===== src/congestion_flow_defs.vh =====
// Constants for the congestion flow table: offsets, fields, resets, timing.
// Assumes inclusion by bare name from design files of the flow table block.
`ifndef CONGESTION_FLOW_DEFS_VH
`define CONGESTION_FLOW_DEFS_VH

`define CF_TABLE_BASE        16'h0900
`define CF_TABLE_LAST        16'h093C
`define CF_ENTRIES           16
`define CF_DISCRETE          15
`define CF_CNT_W             3
`define CF_CATCH_CNT_W       5
`define CF_ID_W              16
`define CF_TT_LSB            16
`define CF_TT_MSB            17
`define CF_TT_RESET          2'h1
`define CF_TT_8BIT           2'h0
`define CF_ID_RESET          16'h0000
`define CF_MASK_RESET        16'hFFFF
`define CF_PKT_TYPE_CCP      4'h7
`define CF_TIMEOUT_W         4
`define CF_EXT_W             2
`define CF_EXT_REVS          2'h3
`define CF_TICK_NS           1000
`define CF_CLK_NS            10
`define CF_TICK_CYCLES       (`CF_TICK_NS / `CF_CLK_NS)

`endif


===== src/xoff_counter.v =====
// One flow table entry counter with its implicit-Xon timer.
// Assumes a single clock; events arrive as one-cycle pulses, qualified by ce.
`timescale 1ns/100ps
`include "congestion_flow_defs.vh"

module xoff_counter
#(
    parameter CNT_W = 3
)
(
    // Clock and reset
    input  wire             clk,
    input  wire             rst_n,
    input  wire             ce,
    // Events
    input  wire             xoff_hit,
    input  wire             xon_hit,
    input  wire             timecode_tick,
    input  wire [3:0]       timeout_limit,
    // State
    output reg  [CNT_W-1:0] count,
    output wire             blocked
);

    reg [`CF_TIMEOUT_W-1:0] timecode;
    reg [`CF_EXT_W-1:0]     revs;
    wire                    expire;
    wire                    full;

    assign blocked = (count != {CNT_W{1'b0}});
    assign full    = (count == {CNT_W{1'b1}});
    // Three full revolutions of the 4-bit time code give 3X the time-out
    assign expire  = blocked && timecode_tick && (timecode == timeout_limit) && (revs == `CF_EXT_REVS - 2'h1);

    ////////////////////////////////////////////////////////////////////////
    always @(posedge clk or negedge rst_n)
    begin
        if (!rst_n)
        begin
            count    <= {CNT_W{1'b0}};
            timecode <= {`CF_TIMEOUT_W{1'b0}};
            revs     <= {`CF_EXT_W{1'b0}};
        end
        else if (ce)
        begin
            if (xoff_hit)
            begin
                if (!full)
                    count <= count + {{(CNT_W-1){1'b0}}, 1'b1};
                timecode <= {`CF_TIMEOUT_W{1'b0}};
                revs     <= {`CF_EXT_W{1'b0}};
            end
            else if (expire)
            begin
                count    <= {CNT_W{1'b0}};                         // see
                timecode <= {`CF_TIMEOUT_W{1'b0}};
                revs     <= {`CF_EXT_W{1'b0}};
            end
            else
            begin
                if (xon_hit && blocked)
                    count <= count - {{(CNT_W-1){1'b0}}, 1'b1};
                if (!blocked)
                begin
                    timecode <= {`CF_TIMEOUT_W{1'b0}};
                    revs     <= {`CF_EXT_W{1'b0}};
                end
                else if (timecode_tick)
                begin
                    if (timecode == timeout_limit)
                    begin
                        timecode <= {`CF_TIMEOUT_W{1'b0}};
                        revs     <= revs + 2'h1;
                    end
                    else
                        timecode <= timecode + 4'h1;
                end
            end
        end
    end

endmodule


===== src/flow_source_gate.v =====
// Gate for one transmit source: compares its mask with the Xoff vector.
// Assumes mask and xoff vector are on the same clock as the source request.
`timescale 1ns/100ps
`include "congestion_flow_defs.vh"

module flow_source_gate
(
    // Table state
    input  wire [`CF_ENTRIES-1:0] xoff_vec,
    input  wire [`CF_ENTRIES-1:0] mask,
    input  wire [`CF_ENTRIES-1:0] target_hit,
    // Result
    output wire                   controlled,
    output wire                   target_blocked
);

    // All-zero mask never flow-controls the source
    assign controlled     = |(xoff_vec & mask);                // see see
    assign target_blocked = |(xoff_vec & mask & target_hit);   // see

endmodule


===== src/congestion_flow_table.v =====
// Congestion flow table: sixteen-entry Xoff count table with source gating.
// Assumes congestion notices arrive decoded as one-cycle pulses on clk and
// that transmit sources present their destination ID on the same clock.
`timescale 1ns/100ps
`include "congestion_flow_defs.vh"

// Function
// Type 7 packets are Xoff or Xon notices
// No response sent; lost notices tolerated
// Xoff blocks load/store and queue traffic
// Count repeated Xoff; need equal Xon count
// Notices consumed, never forwarded to memory
// Match by destination ID, ignore priority
// Sixteen entries: fifteen flows plus catch-all
// Three-bit counter for entries zero..fourteen
// Five-bit counter for catch-all entry
// Non-zero count disables the flow
// Xon decrements, saturating at zero
// Two extra time-code bits for timer
// Implicit Xon after three time-outs
// Per-source flow checking via mask
// Queue may stall at blocked head
// Sixteen words at 0x0900 to 0x093C
// Reserved zero, size field, destination ID
// Zero last ID means all other flows
// Sixteen-bit mask, all ones default
// Controlled if any masked entry blocked
// Timer expiry clears count; Xoff restarts
module congestion_flow_table
#(
    parameter SOURCES  = 2,
    parameter TICK_DIV = `CF_TICK_CYCLES
)
(
    // Clock, reset, enable
    input  wire                      clk,
    input  wire                      rst_n,
    input  wire                      ce,
    // Received packet from the logical layer
    input  wire                      rx_valid,
    input  wire [3:0]                rx_ftype,
    input  wire                      rx_xon,
    input  wire [15:0]               rx_destid,
    input  wire                      rx_tt16,
    input  wire                      rx_forward_in,
    // Configuration bus
    input  wire                      cfg_sel,
    input  wire                      cfg_wr,
    input  wire [15:0]               cfg_addr,
    input  wire [31:0]               cfg_wdata,
    output reg  [31:0]               cfg_rdata,
    output reg                       cfg_ack,
    // Time-out limit and source masks
    input  wire [3:0]                timeout_limit,
    input  wire [SOURCES*16-1:0]     source_mask,
    // Transmit sources: requested destination, permission out
    input  wire [SOURCES*16-1:0]     src_destid,
    output reg  [SOURCES-1:0]        src_controlled,
    output reg  [SOURCES-1:0]        src_blocked,
    // Status
    output reg  [`CF_ENTRIES-1:0]    xoff_state,
    output reg                       rx_forward_out
);

    localparam N = `CF_ENTRIES;

    reg  [15:0]  flow_destination_id [0:N-1];
    reg  [1:0]   id_size             [0:N-1];
    reg  [15:0]  tick_cnt;
    reg          timecode_tick;

    wire         ccp_seen;
    wire [N-1:0] match_vec;
    wire [N-1:0] blk_vec;
    wire         discrete_hit;
    wire [3:0]   word_idx;
    wire         in_table;

    // A congestion notice carries no response and is not passed on
    assign ccp_seen = rx_valid && (rx_ftype == `CF_PKT_TYPE_CCP);   // see

    ////////////////////////////////////////////////////////////////////////
    // Shared time code tick for all entry timers
    always @(posedge clk or negedge rst_n)
    begin
        if (!rst_n)
        begin
            tick_cnt      <= 16'h0000;
            timecode_tick <= 1'b0;
        end
        else if (ce)
        begin
            if (tick_cnt == TICK_DIV[15:0] - 16'h0001)
            begin
                tick_cnt      <= 16'h0000;
                timecode_tick <= 1'b1;
            end
            else
            begin
                tick_cnt      <= tick_cnt + 16'h0001;
                timecode_tick <= 1'b0;
            end
        end
    end

    ////////////////////////////////////////////////////////////////////////
    // Entry matching and counters
    genvar g;
    generate
        for (g = 0; g < N; g = g + 1)
        begin : entry
            wire [15:0] key;
            wire        hit;
            // 8-bit IDs compare only the low byte; priority is never looked at
            assign key = (id_size[g] == `CF_TT_8BIT) ? {8'h00, rx_destid[7:0]} : rx_destid;
            if (g < N - 1)
            begin : discrete
                assign hit = (key == flow_destination_id[g]);
                xoff_counter
                #(
                    .CNT_W(`CF_CNT_W)
                )
                u_cnt
                (
                    .clk          (clk),
                    .rst_n        (rst_n),
                    .ce           (ce),
                    .xoff_hit     (ccp_seen && !rx_xon && hit),
                    .xon_hit      (ccp_seen && rx_xon && hit),
                    .timecode_tick(timecode_tick),
                    .timeout_limit(timeout_limit),
                    .count        (),
                    .blocked      (blk_vec[g])
                );
            end
            else
            begin : catch_all
                // Zero ID covers every flow outside the discrete entries
                assign hit = (flow_destination_id[g] == `CF_ID_RESET) ? !discrete_hit
                                                                      : (key == flow_destination_id[g]);
                xoff_counter
                #(
                    .CNT_W(`CF_CATCH_CNT_W)
                )
                u_cnt
                (
                    .clk          (clk),
                    .rst_n        (rst_n),
                    .ce           (ce),
                    .xoff_hit     (ccp_seen && !rx_xon && hit),
                    .xon_hit      (ccp_seen && rx_xon && hit),
                    .timecode_tick(timecode_tick),
                    .timeout_limit(timeout_limit),
                    .count        (),
                    .blocked      (blk_vec[g])
                );
            end
            assign match_vec[g] = hit;
        end
    endgenerate

    assign discrete_hit = |match_vec[N-2:0];

    ////////////////////////////////////////////////////////////////////////
    // Per-source gating against the Xoff vector
    genvar s;
    generate
        for (s = 0; s < SOURCES; s = s + 1)
        begin : source
            wire [N-1:0] thit;
            wire         ctl;
            wire         tblk;
            wire         disc;
            genvar       e;
            for (e = 0; e < N - 1; e = e + 1)
            begin : cmp
                assign thit[e] = (src_destid[s*16 +: 16] == flow_destination_id[e]);
            end
            assign disc      = |thit[N-2:0];
            assign thit[N-1] = (flow_destination_id[N-1] == `CF_ID_RESET) ? !disc
                             : (src_destid[s*16 +: 16] == flow_destination_id[N-1]);
            flow_source_gate u_gate
            (
                .xoff_vec      (blk_vec),
                .mask          (source_mask[s*16 +: 16]),
                .target_hit    (thit),
                .controlled    (ctl),
                .target_blocked(tblk)
            );
            // A queue stalls at its head while the head flow is off and its entry is set in the source mask
            always @(posedge clk or negedge rst_n)
            begin
                if (!rst_n)
                begin
                    src_controlled[s] <= 1'b0;
                    src_blocked[s]    <= 1'b0;
                end
                else if (ce)
                begin
                    src_controlled[s] <= ctl;
                    src_blocked[s]    <= tblk;   // see
                end
            end
        end
    endgenerate

    ////////////////////////////////////////////////////////////////////////
    // Configuration registers
    assign in_table = cfg_sel && (cfg_addr >= `CF_TABLE_BASE) && (cfg_addr <= `CF_TABLE_LAST)
                    && (cfg_addr[1:0] == 2'h0);
    assign word_idx = cfg_addr[5:2];

    integer i;
    always @(posedge clk or negedge rst_n)
    begin
        if (!rst_n)
        begin
            for (i = 0; i < N; i = i + 1)
            begin
                flow_destination_id[i] <= `CF_ID_RESET;
                id_size[i]             <= `CF_TT_RESET;
            end
            cfg_rdata      <= 32'h00000000;
            cfg_ack        <= 1'b0;
            xoff_state     <= {N{1'b0}};
            rx_forward_out <= 1'b0;
        end
        else if (ce)
        begin
            cfg_ack        <= cfg_sel;
            xoff_state     <= blk_vec;
            rx_forward_out <= rx_forward_in && !ccp_seen;
            if (in_table && cfg_wr)
            begin
                flow_destination_id[word_idx] <= cfg_wdata[15:0];
                id_size[word_idx]             <= cfg_wdata[`CF_TT_MSB:`CF_TT_LSB];
            end
            if (in_table && !cfg_wr)
                cfg_rdata <= {14'h0000, id_size[word_idx], flow_destination_id[word_idx]};
            else
                cfg_rdata <= 32'h00000000;
        end
    end

endmodule


===== config.mk =====
export PLATFORM = sky130hd
export DESIGN_NAME = congestion_flow_table
export DESIGN_NICKNAME = d
export VERILOG_FILES = /design/src/xoff_counter.v /design/src/flow_source_gate.v /design/src/congestion_flow_table.v
export VERILOG_INCLUDE_DIRS = /design/src /design/src/src
export SDC_FILE = /design/constraint.sdc
export NUM_CORES = 2
export LEC_CHECK = 0
export BUFFER_PORTS_ARGS = -buffer_cell sky130_fd_sc_hd__buf_2
export CORE_MARGIN = 4
export CORE_UTILIZATION = 45
export DETAILED_ROUTE_END_ITERATION = 10
export GPL_ROUTABILITY_DRIVEN = 0
export PLACE_DENSITY = 0.66
export SLEW_MARGIN = 0
export SYNTH_ARGS = -nofsm -noshare
export SYNTH_HDL_FRONTEND = slang
export SYNTH_SLANG_ARGS = --single-unit

===== constraint.sdc =====
create_clock -name clk -period 2.7 [get_ports clk]
set_input_delay 0.675 -clock clk [delete_from_list [all_inputs] [get_ports clk]]
set_output_delay 0.675 -clock clk [all_outputs]
set_load 0.03 [all_outputs]

=== After elaboration in Yosys (flattened, before gate mapping) ===
Cells that the tools add are included.

* Equal/unequal tests: 146
* Muxes and demuxes: 258
* Order comparisons: 4
* Bitwise operators: 5
* Reduce and logical (&&, ||, !) cells: 218
* Add/subtract/negate cells: 65

{| class="wikitable"
|+ Operator list
! cell !! number
|-
| 16-bit equality test || 48
|-
| 16-bit 2-to-1 mux || 20
|-
| 4-bit 2-to-1 mux || 80
|-
| 256-bit bitwise mux || 1
|-
| 3-bit 2-to-1 mux || 60
|-
| 2-bit 2-to-1 mux || 83
|-
| 4-bit by 3-bit != test with 1-bit output, second input constant || 32
|-
| 1-bit logical AND || 106
|-
| 3-bit AND reduction || 32
|-
| 3-bit nonzero test || 31
|-
| 4-bit by 1-bit adder with 4-bit output, second input constant || 16
|-
| 16-bit AND || 4
|-
| 16-bit binary-select mux with 4-bit select || 1
|-
| 16-bit demux with 4-bit select || 1
|-
| 4-bit equality test || 16
|-
| 16-bit OR reduction || 4
|-
| 3-bit by 1-bit adder with 3-bit output, second input constant || 15
|-
| 3-bit equality test, second input constant || 15
|-
| 15-bit OR reduction || 3
|-
| 3-bit by 1-bit subtractor with 3-bit output, second input constant || 15
|-
| 2-bit zero test || 17
|-
| 2-bit AND reduction || 17
|-
| 2-bit by 1-bit adder with 2-bit output, second input constant || 16
|-
| 32-bit bitwise mux || 1
|-
| 21 further kinds || 62
|}

* Logic and storage cells: 786
* Output and inout bits: 54
* Flip-flop bits (word level): 505
* Input bits: 145

=== Longest topological paths before layout ===
* Depth after elaboration: 11
* Gate-level depth with buffers: 14

=== Hierarchy ===
Synthesis repeated with hierarchy kept, for this count alone.

* Cells, all modules: 3,752
* Area total of the unflattened synthesis: 38,627.0 sq um

{| class="wikitable"
|+ By module, submodules not included
! module !! area an instance (sq um) !! cells each !! instances
|-
| congestion_flow_table || 26,201.4 || 2,444 || 1
|-
| xoff_counter (entry[0].discrete.u_cnt ...) || 748.2 || 77 || 15
|-
| xoff_counter (entry[15].catch_all.u_cnt) || 789.5 || 91 || 1
|-
| flow_source_gate || 206.4 || 31 || 2
|}

=== Least setup slack after synthesis ===
Ideal clock, no wire load.

* Path kind: input to register
* From: input port rx_destid[8]
* To: register entry[15].catch_all.u_cnt.count[2]
* Stages: 12
* Library setup time: 0.118 ns
* Slack: -0.355 ns
* Data required time: 2.582 ns
* Data arrival time: 2.937 ns
* Path through: buf_4 nor2_2 nor2_1 o32a_1 or4_4 nor2_4 nor4_4 a41o_1 nand3_2 nand3_4 a211o_1 a21o_1

* Cells in the longest elaborated chain, start to end: 9

{| class="wikitable"
|+ RTL lines
! item !! RTL line !! RTL
|-
| start, declared || congestion_flow_table.v:43 || <nowiki>input wire [15:0] rx_destid,</nowiki>
|-
| 16-bit 2-to-1 mux || congestion_flow_table.v:115 || <nowiki>assign key = (id_size[g] == `CF_TT_8BIT) ? {8'h00, rx_destid[7:0]} : rx_destid;</nowiki>
|-
| 16-bit equality test || congestion_flow_table.v:118 || <nowiki>assign hit = (key == flow_destination_id[g]);</nowiki>
|-
| 15-bit OR reduction || congestion_flow_table.v:162 || <nowiki>assign discrete_hit = |match_vec[N-2:0];</nowiki>
|-
| 1-bit zero test || congestion_flow_table.v:139 || <nowiki>assign hit = (flow_destination_id[g] == `CF_ID_RESET) ? !discrete_hit</nowiki>
|-
| 1-bit 2-to-1 mux (*) || congestion_flow_table.v:139 ||
|-
| 1-bit logical AND || congestion_flow_table.v:151 || <nowiki>.xon_hit (ccp_seen && rx_xon && hit),</nowiki>
|-
| 1-bit logical AND || xoff_counter.v:61 || <nowiki>if (xon_hit && blocked)</nowiki>
|-
| 3-bit nonzero test (no source line) || - ||
|-
| 3-bit AND reduction (no source line) || - ||
|-
| end signal, assigned || xoff_counter.v:49 || <nowiki>count <= count + {{(CNT_W-1){1'b0}}, 1'b1};</nowiki>
|-
| end signal, assigned || xoff_counter.v:55 || <nowiki>count <= {CNT_W{1'b0}};</nowiki>
|-
| end signal, assigned || xoff_counter.v:62 || <nowiki>count <= count - {{(CNT_W-1){1'b0}}, 1'b1};</nowiki>
|-
| end, declared || xoff_counter.v:21 || <nowiki>output reg [CNT_W-1:0] count,</nowiki>
|}

Mark *: on every way between the ends. The rest lies on a longest branch, timed or not.
A chain may end at the register's enable or synchronous reset.

=== Worst setup path after layout ===
* From: register id_size[11] (netlist bit)
* To: register entry[15].catch_all.u_cnt.count[2]

* Cells in the longest elaborated chain, start to end: 10

{| class="wikitable"
|+ RTL lines
! item !! RTL line !! RTL
|-
| start, declared || congestion_flow_table.v:68 || <nowiki>reg [1:0] id_size [0:N-1];</nowiki>
|-
| start signal, assigned by index || congestion_flow_table.v:221 || <nowiki>id_size[i] <= `CF_TT_RESET;</nowiki>
|-
| start signal, assigned by index || congestion_flow_table.v:236 || <nowiki>id_size[word_idx] <= cfg_wdata[`CF_TT_MSB:`CF_TT_LSB];</nowiki>
|-
| 2-bit zero test (no source line) (*) || - ||
|-
| 16-bit 2-to-1 mux (*) || congestion_flow_table.v:115 ||
|-
| 16-bit equality test (*) || congestion_flow_table.v:118 ||
|-
| 15-bit OR reduction (*) || congestion_flow_table.v:162 ||
|-
| 1-bit zero test (*) || congestion_flow_table.v:139 ||
|-
| 1-bit 2-to-1 mux (*) || congestion_flow_table.v:139 ||
|-
| 1-bit logical AND || congestion_flow_table.v:151 ||
|-
| 1-bit logical AND || xoff_counter.v:61 ||
|-
| 3-bit nonzero test (no source line) || - ||
|-
| 3-bit AND reduction (no source line) || - ||
|}

Marks and branches as above.

==> impl_metrics.env <==
export IMPL_cts_tree="done"
export IMPL_die_w_um=292
export IMPL_crit_type="flop to flop"
export IMPL_coreArea_um2=79500
export IMPL_instances_no_fill=5449
export IMPL_clk_path_buf_depth=3
export IMPL_synth_ff_type="dfrtp_1"
export IMPL_holdWs_ps=275
export IMPL_port_buffers=169
export IMPL_grt_use_total_pct=31.4
export IMPL_antenna_found_initial=6
export IMPL_ys_ff_latch=491
export IMPL_cap_viol_max_count=0
export IMPL_tns_ps=-8660
export IMPL_ant_nets=0
export IMPL_post_route_drc_count=0
export IMPL_max_slew_worst_pin_slew_ps=658
export IMPL_synth_adder_area_share_pct=3.31
export IMPL_ys_warn_count=0
export IMPL_end_kind="flop"
export IMPL_crit_fanout=7
export IMPL_clk_latency_ps=650
export IMPL_cp_num_buf_inv=1
export IMPL_critPathCapture="entry[15].catch_all.u_cnt.count[2]"
export IMPL_cts_inserted_buffers=58
export IMPL_final_cell_area_um2=47200
export IMPL_die_height_um=292
export IMPL_reg2reg_from="id_size[11]"
export IMPL_dieArea_um2=85300
export IMPL_dpl_instance_area_um2=43700
export IMPL_fin_total_pwr_mw=18.7
export IMPL_synth_mux_area_fraction_pct=15.2
export IMPL_finalSetupViolations=39
export IMPL_cp_slowest_cell="or4_4"
export IMPL_dpl_hpwl_um=107000
export IMPL_clock_sinks=491
export IMPL_synth_top_family_by_area="XOR/XNOR gates"
export IMPL_fin_worst_skew_ps=24.3
export IMPL_path_cells="o21ai_4 -> xor2_4 -> nand4_1 -> or4_4 -> nor2_4 -> buf_6 -> nor4_4 -> a41o_1 -> nand3_2 -> nand3_4 -> a211o_1 -> a21o_1"
export IMPL_grt_pass1_wl_um=204000
export IMPL_synth_top_area_share_pct=32.8
export IMPL_cp_arrival_ps=3680
export IMPL_synth_compound_area_share_pct=8.66
export IMPL_crit_start="id_size[11]"
export IMPL_r2r_slack_ps=-450
export IMPL_vdd_ir_drop_max_mv=0.496
export IMPL_wl_um=140000
export IMPL_violations="negative setup slack"
export IMPL_viasPerCell=6.07
export IMPL_rsz0062_at_grt="true"
export IMPL_drtIter0Drc=3534
export IMPL_syn_area_um2=36300
export IMPL_dp_cells=5284
export IMPL_fmax_mhz=317
export IMPL_fin_nets=4582
export IMPL_grt_max_degree=92
export IMPL_vias=33100
export IMPL_yosysUniqueCellTypes=94
export IMPL_drt_pass1_iterations=7
export IMPL_hold_violations=0
export IMPL_report_final_slew_viol_count=0
export IMPL_cpPeakStageDelay_ps=710
export IMPL_r2r_cells=12
export IMPL_hold_path_class="input pin to flop"
export IMPL_avgSynthCellArea_um2=9.87
export IMPL_routedWlPerCell_um=25.6
export IMPL_cp_required_ps=3230
export IMPL_yosysSeqAreaShare_pct=33.9
export IMPL_timing_final_ws_setup_ps=-453
export IMPL_synth_top_area_cell="dfrtp_1"
export IMPL_p_leak_nw=21.9
export IMPL_post_route_period_util_pct=117
export IMPL_cts_clk_slew_worst_paths_ps=60
export IMPL_synth_edf_count=0
export IMPL_synth_area_leaders="dfrtp_1 (33%), xor2_1 (10%), mux2_2 (9.4%), xnor2_1 (8.5%), mux4_2 (5.1%)"
export IMPL_grt_overflow_total=0
export IMPL_synthSimpleGateAreaFrac_pct=15.1
export IMPL_outcome="complete, but fails checks"
export IMPL_grt_pass1_vias=32500
export IMPL_start_util_pct=45.6
export IMPL_synth_cells=3678
export IMPL_critPathLaunchType="flop"
export IMPL_syn2layout_area_growth_pct=29.9
export IMPL_async_reset_ff_share_pct=100
export IMPL_drive_above_1_share_pct=38.2
export IMPL_synthXorXnorAreaFrac_pct=18.8
export IMPL_reg2reg_to="entry[15].catch_all.u_cnt.count[2]"
export IMPL_ioPinCount=199
export IMPL_slew_headroom_pct=55.8
export IMPL_htreeDepth=2
export IMPL_root_buffer="clkbuf_16"
export IMPL_power_density_nw_per_um2=396
export IMPL_path_depth=12
export IMPL_rows=103
export IMPL_path_delay_family="simple AND/OR/NAND/NOR gates"
export IMPL_period_minus_slack_ps=3150
flip-flops by register name, summed over array words and instances, names as in the netlist, 2 cells and up:
name	cells
cfg_rdata	18
xoff_state	16
entry.discrete.u_cnt.revs	30
entry.discrete.u_cnt.timecode	60
entry.catch_all.u_cnt.count	5
id_size	32
src_blocked	2
entry.catch_all.u_cnt.timecode	4
entry.catch_all.u_cnt.revs	2
flow_destination_id	256
src_controlled	2
entry.discrete.u_cnt.count	45
tick_cnt	16
final cells by class:
| type | instances | area [um^2] |
|---|---|---|
| tap | 1050 | 1310 |
| clock inverter | 30 | 350 |
| timing repair buffer | 926 | 7730 |
| clock buffer | 79 | 1720 |
| sequential | 491 | 12300 |
| inverter | 76 | 289 |
| multi-input combinational | 2788 | 23400 |
| fill | 6566 | 32400 |
| antenna | 9 | 22.5 |
cells in the mapped netlist, types with 10 or more instances:
cell,number
dfrtp_1,475
mux4_2,82
nor3b_1,12
buf_2,45
a32oi_1,10
o22ai_1,11
xor2_1,428
buf_1,49
a21oi_1,76
nand2b_1,44
xnor2_1,352
nor2b_1,37
o31ai_1,22
o32ai_1,35
inv_1,74
dfstp_2,16
a31oi_1,50
buf_4,26
o21ai_1,11
mux2_2,304
nor3_1,47
a211oi_1,11
or3_1,12
nor4_1,132
nand2_1,184
nand3_1,64
mux2i_1,26
nor4bb_1,31
a21o_1,15
nor2_1,219
clkbuf_1,204
ha_1,96
and3_1,15
nand4_1,119
a22o_1,22
o21ai_0,153
or2_2,14
worst register-to-register path, cell delays in order, from the launching register on:
cell     delay, ps
dfrtp_2        450
o21ai_4        230
xor2_4         210
nand4_1        230
or4_4          710
nor2_4         190
buf_6          120
nor4_4          50
a41o_1         240
nand3_2        100
nand3_4        110
a211o_1        260
a21o_1         160
cells in the final DEF (no fill, tap or decap), types with 33 or more instances in the layout:
cell type	count
dfrtp_1	472
inv_1	69
nand3_1	59
nand2_1	167
mux4_2	82
clkbuf_16	59
buf_6	37
mux2_2	297
ha_1	96
nor2b_1	33
buf_4	643
nand2b_1	38
nor4_1	120
xnor2_1	351
a21oi_1	71
nor2_1	180
o21ai_1	43
a31oi_1	49
buf_2	159
nand4_1	119
o21ai_0	100
xor2_1	424
buf_12	81
metal layers:
| layer | vias to the layer above | GRT usage (%) | wire length (um) |
|---|---|---|---|
| met4 | 4 | 21.0 | 11800 |
| li1 | 14400 | - | - |
| met1 | 16200 | 38.2 | 51800 |
| met3 | 630 | 9.12 | 14900 |
| met2 | 1923 | 48.2 | 61000 |
| met5 | - | 1.77 | 229 |
kinds of logic (layout without fill, tap and decap cells):
| group | Yosys count | in the layout |
|---|---|---|
| and+or+nand+nor | 1004 | 1004 |
| other | 1 | 23 |
| xor gates and xnor gates | 780 | 780 |
| DFF | 491 | 491 |
| buffers and inverters | 412 | 1111 |
| AOI/OAI and AO/OA | 482 | 482 |
| muxes | 412 | 412 |
| adders and majority gates | 96 | 96 |
worst min-delay path by stage:
stage	cells past startpoint	end	slack (ps)	from
after global routing	2	cfg_ack	260	cfg_sel
after floorplan	0	cfg_ack	380	rst_n
after CTS	2	cfg_ack	260	cfg_sel
after detailed placement	1	entry[5].discrete.u_cnt.revs[0]	470	entry[5].discrete.u_cnt.revs[0]
after global placement	1	entry[5].discrete.u_cnt.revs[0]	460	entry[5].discrete.u_cnt.revs[0]
final	2	cfg_ack	280	cfg_sel
power breakdown:
group          switching, mW  internal, mW  total [mW]
Combinational           1.53          1.02        2.55
Clock                   3.49          5.05        8.54
Sequential             0.118          7.47        7.58
metrics by stage:
step / setup WS, ps / utilization [%]
6_report: -453 / 59.3
5_1_grt: -448 / 59.3
4_1_cts: -287 / 58.2
3_5_place_dp: -1130 / 54.9
3_3_place_gp: -1150 / 54.9
2_1_floorplan: -186 / -
repair_timing:
| action | in CTS | in global routing |
|---|---|---|
| setup endpoints to repair | 78 | 113 |
| resized for setup | 97 | 184 |
| hold buffers | 1 | 0 |
| endpoints found under the hold margin | 28 | 0 |
| setup buffers | 18 | 34 |
| pin swaps | 58 | 89 |
Note: power is estimated with default switching activity, not from simulation.
